--- config.mk ---
export PLATFORM = sky130hd
export DESIGN_NAME = psw_ctrl
export DESIGN_NICKNAME = d
export VERILOG_FILES = /design/src/design/psw_pkg.sv /design/src/design/psw_ctrl.sv /design/src/design/psw_sync.sv
export SDC_FILE = /design/constraint.sdc
export NUM_CORES = 1
export LEC_CHECK = 0
export ABC_AREA = 1
export BUFFER_PORTS_ARGS = -buffer_cell sky130_fd_sc_hd__buf_2
export CORE_MARGIN = 1.5
export CORE_UTILIZATION = 42
export CTS_BUF_LIST = sky130_fd_sc_hd__clkbuf_8
export DETAILED_ROUTE_END_ITERATION = 7
export HOLD_SLACK_MARGIN = 0.02
export SLEW_MARGIN = 20
export SYNTH_ARGS = -nofsm -noshare
export SYNTH_HDL_FRONTEND = slang
export SYNTH_SLANG_ARGS = --single-unit
--- constraint.sdc ---
create_clock -name ref_clk_i -period 1.55 [get_ports ref_clk_i]
set_input_delay 0.31 -clock ref_clk_i [delete_from_list [all_inputs] [get_ports ref_clk_i]]
set_output_delay 0.31 -clock ref_clk_i [all_outputs]
set_load 0.005 [all_outputs]
--- src/design/psw_pkg.sv ---
// Constants for the power key on/off control block.
// Assumes a single 200 MHz clock.
package psw_pkg;
    localparam int unsigned CLK_MHZ = 200;
    localparam int unsigned QUAL_TIME_MS = 32;
    // Qualification count in clock cycles (least time, exact here)
    localparam int unsigned QUAL_CYCLES = QUAL_TIME_MS * 1000 * CLK_MHZ;
    localparam int unsigned CNT_W = 24;
    localparam logic [1:0] SYNC_RST = 2'h3;
    localparam logic PWR_RST = 1'b0;

    typedef enum logic [1:0] {
        PSW_IDLE = 2'h0,
        PSW_QUAL = 2'h1,
        PSW_WAIT = 2'h3
    } psw_state_t;
endpackage : psw_pkg

--- src/design/psw_ctrl.sv ---
// Power on/off control from a slider or push-button power key, with host hold.
// Assumes the key pin is pulled up on the board and the strap is stable.
// Functional notes
// - Strap low selects slider, high push-button.
// - Push-button debounced by 32 ms timer.
// - Each qualified press toggles power state.
// - Same qualification time for on and off.
// - Slider mode: key grounded powers up.
// - Slider mode: power follows key level.
// - Hold falling edge after armed powers down.
`timescale 1ns/1ps
`default_nettype none
module psw_ctrl #(
    parameter int unsigned QUAL_CYCLES = psw_pkg::QUAL_CYCLES
) (
    // Clock and reset
    input wire logic ref_clk_i,
    input wire logic rst_n_i,
    // Board pins
    input wire logic power_key_i,
    input wire logic switch_type_select_i,
    input wire logic power_hold_i,
    // Power and mode outputs
    output logic system_power_on_o,
    output logic regulated_supply_output_o,
    output logic push_button_mode_o
);
    logic rst_meta_q, rst_sync_q;
    wire rst_n = rst_sync_q;

    always_ff @(posedge ref_clk_i or negedge rst_n_i) begin
        if (!rst_n_i) begin
            rst_meta_q <= 1'b0;
            rst_sync_q <= 1'b0;
        end else begin
            rst_meta_q <= 1'b1;
            rst_sync_q <= rst_meta_q;
        end
    end

    logic key_s, hold_s;
    // Key synchronised; both stages sit inside psw_sync
    psw_sync #(.RST_VAL(1'b1)) u_key_sync (
        .clk_i(ref_clk_i), .rst_n_i(rst_n), .d_i(power_key_i), .q_o(key_s));
    psw_sync #(.RST_VAL(1'b0)) u_hold_sync (
        .clk_i(ref_clk_i), .rst_n_i(rst_n), .d_i(power_hold_i), .q_o(hold_s));

    // Strap caught once after reset release; later changes ignored
    logic strap_done_q, pb_mode_q;
    always_ff @(posedge ref_clk_i or negedge rst_n) begin
        if (!rst_n) begin
            strap_done_q <= 1'b0;
            pb_mode_q <= 1'b0;
        end else if (!strap_done_q) begin
            strap_done_q <= 1'b1;
            pb_mode_q <= switch_type_select_i;
        end
    end

    psw_pkg::psw_state_t state_q, state_d;
    logic [psw_pkg::CNT_W-1:0] cnt_q, cnt_d;
    logic pwr_q, pwr_d;
    logic key_prev_q, hold_prev_q, armed_q;

    wire key_pressed = ~key_s;
    wire key_changed = key_s != key_prev_q;
    // Cut on purpose: the full count always fits the counter width
    wire [psw_pkg::CNT_W-1:0] qual_last = psw_pkg::CNT_W'(QUAL_CYCLES - 1);
    wire qual_done = cnt_q == qual_last;
    wire hold_fall = hold_prev_q & ~hold_s;
    wire hold_off = armed_q & hold_fall & pwr_q;

    always_comb begin
        state_d = state_q;
        cnt_d = cnt_q;
        pwr_d = pwr_q;
        if (!strap_done_q) begin
            state_d = psw_pkg::PSW_IDLE;
        end else if (!pb_mode_q) begin
            // Slider: level decides directly, no debounce
            pwr_d = key_pressed;
            state_d = psw_pkg::PSW_IDLE;
        end else begin
            unique case (state_q)
                psw_pkg::PSW_IDLE: begin
                    cnt_d = '0;
                    if (key_pressed) begin
                        state_d = psw_pkg::PSW_QUAL;
                    end
                end
                psw_pkg::PSW_QUAL: begin
                    if (!key_pressed) begin
                        state_d = psw_pkg::PSW_IDLE;
                    end else if (qual_done) begin
                        pwr_d = ~pwr_q;
                        state_d = psw_pkg::PSW_WAIT;
                    end else begin
                        cnt_d = cnt_q + 1'b1;
                    end
                end
                psw_pkg::PSW_WAIT: begin
                    // One toggle per press: wait for release
                    cnt_d = '0;
                    if (!key_pressed) begin
                        state_d = psw_pkg::PSW_IDLE;
                    end
                end
                default: state_d = psw_pkg::PSW_IDLE;
            endcase
            if (key_changed && state_q == psw_pkg::PSW_QUAL) begin
                cnt_d = '0;
            end
        end
        if (hold_off) begin
            pwr_d = 1'b0;
        end
    end

    always_ff @(posedge ref_clk_i or negedge rst_n) begin
        if (!rst_n) begin
            state_q <= psw_pkg::PSW_IDLE;
            cnt_q <= '0;
            pwr_q <= psw_pkg::PWR_RST;
            key_prev_q <= 1'b1;
            hold_prev_q <= 1'b0;
            armed_q <= 1'b0;
            system_power_on_o <= 1'b0;
            regulated_supply_output_o <= 1'b0;
            push_button_mode_o <= 1'b0;
        end else begin
            state_q <= state_d;
            cnt_q <= cnt_d;
            pwr_q <= pwr_d;
            key_prev_q <= key_s;
            hold_prev_q <= hold_s;
            // Hold only counts once raised while powered; cleared at power-off
            armed_q <= pwr_d & (armed_q | hold_s);
            system_power_on_o <= pwr_d;
            regulated_supply_output_o <= pwr_d;
            push_button_mode_o <= pb_mode_q;
        end
    end
endmodule // psw_ctrl
`default_nettype wire

--- src/design/psw_sync.sv ---
// Two-flop synchroniser for one level.
// Assumes the caller supplies the released reset.
`timescale 1ns/1ps
`default_nettype none
module psw_sync #(
    parameter logic RST_VAL = 1'b1
) (
    // Clock and reset
    input wire logic clk_i,
    input wire logic rst_n_i,
    // Level
    input wire logic d_i,
    output logic q_o
);
    logic meta_q;
    always_ff @(posedge clk_i or negedge rst_n_i) begin
        if (!rst_n_i) begin
            meta_q <= RST_VAL;
            q_o <= RST_VAL;
        end else begin
            meta_q <= d_i;
            q_o <= meta_q;
        end
    end
endmodule // psw_sync
`default_nettype wire

==> Word-level counts from Yosys, hierarchy flattened <==
Index checks and enable logic that the tools add are counted.
{ "totals": {"register_bits": 39, "latchBits": 0, "ram_bits": 0, "mem_bits_ro": 0, "output_inout_bits": 3, "memories": 0} }
{ "classes": {"addsub": 1, "n_mul": 0, "div_mod_pow": 0, "order_cmp": 0, "n_eq_ne": 9, "n_shift": 0, "n_mux": 17, "bitwise": 8, "n_reduce_logical": 6} }
{ "ops": {"columns": ["op", "count"], "rows": [
  ["2-to-1 mux 24 bit", 3],
  ["case mux 24 bit (2 select lines)", 1],
  ["adder 24 x 1 -> 24 bit, second input constant", 1],
  ["== test 24 x 23 -> 1 bit, second input constant", 1],
  ["2-to-1 mux 2 bit", 6],
  ["2-to-1 mux 1 bit", 6],
  ["case mux 2 bit (3 select lines)", 1],
  ["inequality test 5 x 4 -> 1 bit, second input constant", 1],
  ["AND reduction 5 bit", 1],
  ["bitwise AND 1 bit", 4],
  ["inequality test 4 x 3 -> 1 bit, second input constant", 1],
  ["inequality test 4 bit, second input constant", 1],
  ["inequality test 3 x 2 -> 1 bit, second input constant", 1],
  ["inequality test 3 bit, second input constant", 1],
  ["NOT 1 bit", 3],
  ["AND reduction 3 bit", 1],
  ["nonzero test 3 bit", 1],
  ["== test 2 x 1 -> 1 bit, second input constant", 1],
  ["== test 2 bit, second input constant", 1],
  ["zero test 2 bit", 1],
  ["OR reduction 2 bit", 1],
  ["logical AND 1 bit", 1],
  ["inequality test 1 bit", 1],
  ["bitwise OR 1 bit", 1]
]} }

==> Depth between registers and ports, before layout <==
{ "depth": {"ltp_word": 8, "mapped_depth": 12, "mapped_depth_nobuf": 12} }

==> By module <==
Synthesis repeated with hierarchy kept, for this count alone.
{ "hier_totals": {"cells_unflattened": 339, "hier_area_um2": 2457.4} }
{ "modules_own_cells": {"columns": ["module", "instances", "cells_per_inst", "area_per_inst_um2", "seq_area_each_um2"], "rows": [
  ["psw_ctrl", 1, 335, 2354.8, 877.1],
  ["psw_sync at u_key_sync", 1, 2, 52.6, 52.6],
  ["psw_sync at u_hold_sync", 1, 2, 50.0, 50.0]
]} }

==> Worst setup path before layout <==
Ideal clock, no wire load.
{ "synth_path": {"path_type": "register -> register", "from": "reg cnt_q[0] (netlist bit)", "to": "reg cnt_q[11] (netlist bit)", "setup_time_ps": 118, "t_arrival_ps": 1494, "path_slack_ps": -63, "stages_incl_launch_ff": 12, "cell_sequence": "dfrtp_1 > ha_1 > nand2_2 > nor2_4 > nand2_2 > clkinv_2 > nand3_2 > nand2_2 > nand2_4 > nand2_8 > buf_6 > o21ai_2"} }
{ "synth_via": {"elab_chain_cells": 5, "elab_cells_between_ends": 8, "cone_classes": "add/sub (1); eq/ne (2); mux (4); reduce/logical (1)"} }
{ "synth_lines": {"columns": ["item", "line", "text"], "rows": [
  ["from (decl)", "psw_ctrl.sv:61", "logic [psw_pkg::CNT_W-1:0] cnt_q, cnt_d;"],
  ["from (signal assigned)", "psw_ctrl.sv:132", "cnt_q <= cnt_d;"],
  ["adder 24 x 1 -> 24 bit", "psw_ctrl.sv:98", "cnt_d = cnt_q + 1'b1;"],
  ["2-to-1 mux 24 bit", "psw_ctrl.sv:94", "end else if (qual_done) begin"],
  ["2-to-1 mux 24 bit", "psw_ctrl.sv:92", "if (!key_pressed) begin"],
  ["case mux 24 bit (2 select lines)", "psw_ctrl.sv:84", "unique case (state_q)"],
  ["2-to-1 mux 24 bit", "psw_ctrl.sv:110", "if (key_changed && state_q == psw_pkg::PSW_QUAL) begin"]
]} }
Several ways; a longest one is shown, not always the timed one. The select of a mux whose other input is x is not followed.
A chain may end at the register's enable or synchronous reset.

==> Worst setup path after layout <==
{ "layout_path": {"from": "reg cnt_q[4] (netlist bit)", "to": "reg cnt_q[0] (netlist bit)"} }
{ "layout_via": {"elab_chain_cells": 3} }
{ "layout_lines": {"columns": ["item", "line", "text"], "rows": [
  ["== test 24 x 23 -> 1 bit", "psw_ctrl.sv:69", "wire qual_done = cnt_q == qual_last;"],
  ["inequality test 3 x 2 -> 1 bit (no source line)", null, null],
  ["AND reduction 5 bit (no source line)", null, null]
]} }
Every way passes these cells.

==> reports/qor.yml <==
outcome:
  status: "finished, violations left"
  violations: "setup timing"
run:
  cap_viol_max_count: 0
placement:
  io_buffers: 7
  gp_congestion: 0.925
  post-place-cells: 437
  dp_hpwl_um: 4330
  dpl-instance-area_um2: 2810
synthesis:
  yosysUniqueCellTypes: 36
  yosys_warnings: 0
  avgSynthCellArea_um2: 7.39
  syn_area_um2: 2450
  synthCells: 332
  synth-main-ff-cell: "dfrtp_1"
  synthArstFlopShare_pct: 100
  ys_ff_latch: 39
  synth-edff-count: 0
  yosysSeqAreaShare_pct: 39.9
detailed_routing:
  wl_per_cell_um: 13.6
  drtIter0Drc: 143
  via_per_inst: 4.93
  drtPass1Iterations: 4
  drc_errors: 0
  vias: 2223
  final_antenna_net_count: 0
  wirelength_um: 6120
clock_tree:
  clock-sinks: 39
  h-tree-depth: 2
  cts_inserted_buffers: 5
  root_buffer: "clkbuf_8"
  clock_path_buffers: 2
  clock_latency_ns: 0.31
  clk_pin_slew_ns: 0.10
  tritoncts: "done"
power:
  power_density_nw_per_um2: 699
  vdd_drop_max_mv: 0.548
  p_leak_nw: 1.36
timing:
  post-route-min-period_ns: 1.60
  rsz0062_at_grt: "true"
  fmax_mhz: 627
  finalSetupTns_ns: -0.506
  finalSetupViolCount: 21
  worst_clock_skew_ns: 0.0116
  report.final.slew_viol_count: 0
  hold_violations: 0
  fin_crit_sh_pct: 103
  fin_ws_ns: -0.0454
layout:
  diodes: 0
  regArea_um2: 986
  drive_gt1_share_pct: 30.9
  nets: 388
  area.growth.synth_to_final_pct: 24.6
  top_register: "cnt_q"
  reg.largest.list: "cnt_q: 24 flops, state_q: 2 flops"
  design_area_um2: 3060
  fin_util_pct: 54.9
  n_fill_cell: 546
  final_cells: 451
  largest_reg_flops: 24
  multi_input_area_um2: 1380
setup_path:
  rrSetupSlack_ns: -0.05
  critPathLaunchType: "flip-flop"
  timing.rr.end: "cnt_q[0]"
  crit_type: "reg2reg"
  cp-end-kind: "flip-flop"
  ff2ff_path_depth: 10
  crit-reg2reg-launch: "cnt_q[4]"
  required_ns: 1.75
  cp_max_fo: 8
  arrival_ns: 1.80
floorplan:
  num_rows: 27
  coreArea_um2: 5570
  dieWidth_um: 79.4
  die_area_um2: 6310
  initial_utilization_pct: 44.0
  io_pins: 8
  die_y_um: 79.4
global_routing:
  antenna_found_initial: 0
  grt_use_total_pct: 21.4
  grt_max_degree: 38
  grt_pass1_wl_um: 10400
  grt_pass1_vias: 2234
  grt_overflow: 0
worst_hold_path:
  min_to: "u_key_sync.meta_q"
  hold_path_class: "in2reg"
  hp-start: "power_key_i"
  hold_depth: 1
## timing repair
action / 4_1_cts / 5_1_grt
endpoints found under the hold margin: 2 / 0
gates cloned: 1 / 1
setup buffers: 1 / 2
resized for setup: 4 / 29
pin swaps: 3 / 2
hold buffers: 1 / 0
endpoints found under the setup margin: 22 / 26
## cells in the mapped netlist (2+ instances only)
cell type / count / area, um^2
a21oi_1: 2 / 10.0
and3_1: 2 / 12.5
buf_6: 4 / 45.0
clkbuf_1: 2 / 7.51
dfrtp_1: 36 / 901
dfstp_2: 3 / 78.8
ha_1: 5 / 62.6
inv_1: 28 / 105
inv_2: 3 / 11.3
nand2_1: 115 / 432
nand2_2: 3 / 18.8
nand3_1: 12 / 60.1
nand4_1: 16 / 100
nor2_1: 48 / 180
nor3_1: 4 / 20.0
o21ai_0: 5 / 25.0
o21ai_1: 2 / 10.0
o21ai_2: 17 / 149
or2_2: 3 / 18.8
xnor2_1: 3 / 26.3
xor2_1: 4 / 35.0
## critical path, cell delays in order (launching register included)
cell and delay [ns]:
dfrtp_1 0.44, nand2_1 0.10, nor2_1 0.18, nand2_2 0.10
inv_4 0.08, nand3_4 0.09, nand2_4 0.08, nand2_4 0.06
nand2_8 0.12, clkbuf_16 0.17, o21ai_1 0.07
## layout make-up
cell class              instances  area share [%]
clock buffers                   5            2.25
inverters                      32            4.01
multi-input cells             255            45.0
flip-flops and latches         39            32.2
repair buffers                 45            12.8
clock inverters                 3           0.777
well taps                      72            2.95
## worst max path at each step
stage | to | cells after the start | slack [ns] | start
2_1_floorplan | cnt_q[11] | 11 | 0.0002 | cnt_q[0]
3_3_place_gp | cnt_q[4] | 11 | 0.01 | cnt_q[5]
3_5_place_dp | cnt_q[0] | 12 | -0.04 | cnt_q[1]
4_1_cts | cnt_q[0] | 12 | -0.04 | cnt_q[0]
5_1_grt | cnt_q[14] | 12 | -0.14 | cnt_q[1]
6_report | cnt_q[0] | 10 | -0.05 | cnt_q[4]
## per-stage QoR
stage / setup slack, ns / power (mW) / hold slack, ns
2_1_floorplan: 0.000173 / 1.26 / 0.0144
5_1_grt: -0.139 / 2.24 / 0.0850
3_5_place_dp: -0.0352 / 1.36 / 0.0972
4_1_cts: -0.0450 / 2.12 / 0.0928
3_3_place_gp: 0.0111 / 1.35 / 0.0953
6_report: -0.0454 / 2.14 / 0.0981
## cells in the final DEF (no fill, tap or decap), types with 3 or more instances in the layout
cell      instances
ha_1              4
clkbuf_8          5
nor2_2            8
nand2_1         107
buf_2             7
nand2_4           4
nor3_1            3
nand4_1          16
o21ai_2          18
or2_2             3
nand2_2           9
buf_12            4
dfrtp_2           5
inv_1            25
xor2_1            4
nand3_1          10
dfrtp_1          31
dfstp_2           3
buf_4            32
o21ai_0           5
xnor2_1           3
nor2_1           40
inv_2             6
## cells by family after synthesis
family,count (synthesis),share of synthesized area (%)
AOI/OAI and AO/OA,28,8.52
xor gates and xnor gates,7,2.50
adders and majority gates,5,2.55
buffers and inverters,40,8.21
DFF,39,39.9
muxes,1,0.408
other,1,0.153
and+or+nand+nor,211,37.7
## per-layer routing
layer	routed length [um]	global-route usage [%]	up-vias	share of wire (%)
met5	0	0	-	0
met4	179	8.60	0	2.9
met3	252	3.31	15	4.1
met2	2720	33.5	45	44
met1	2970	29.5	1012	49
li1	-	-	1151	-
## power breakdown
part,internal (mW),switching [mW]
combinational,0.122,0.183
sequential,1.05,0.0242
clock,0.323,0.432
(Power assumes the default switching activity.)
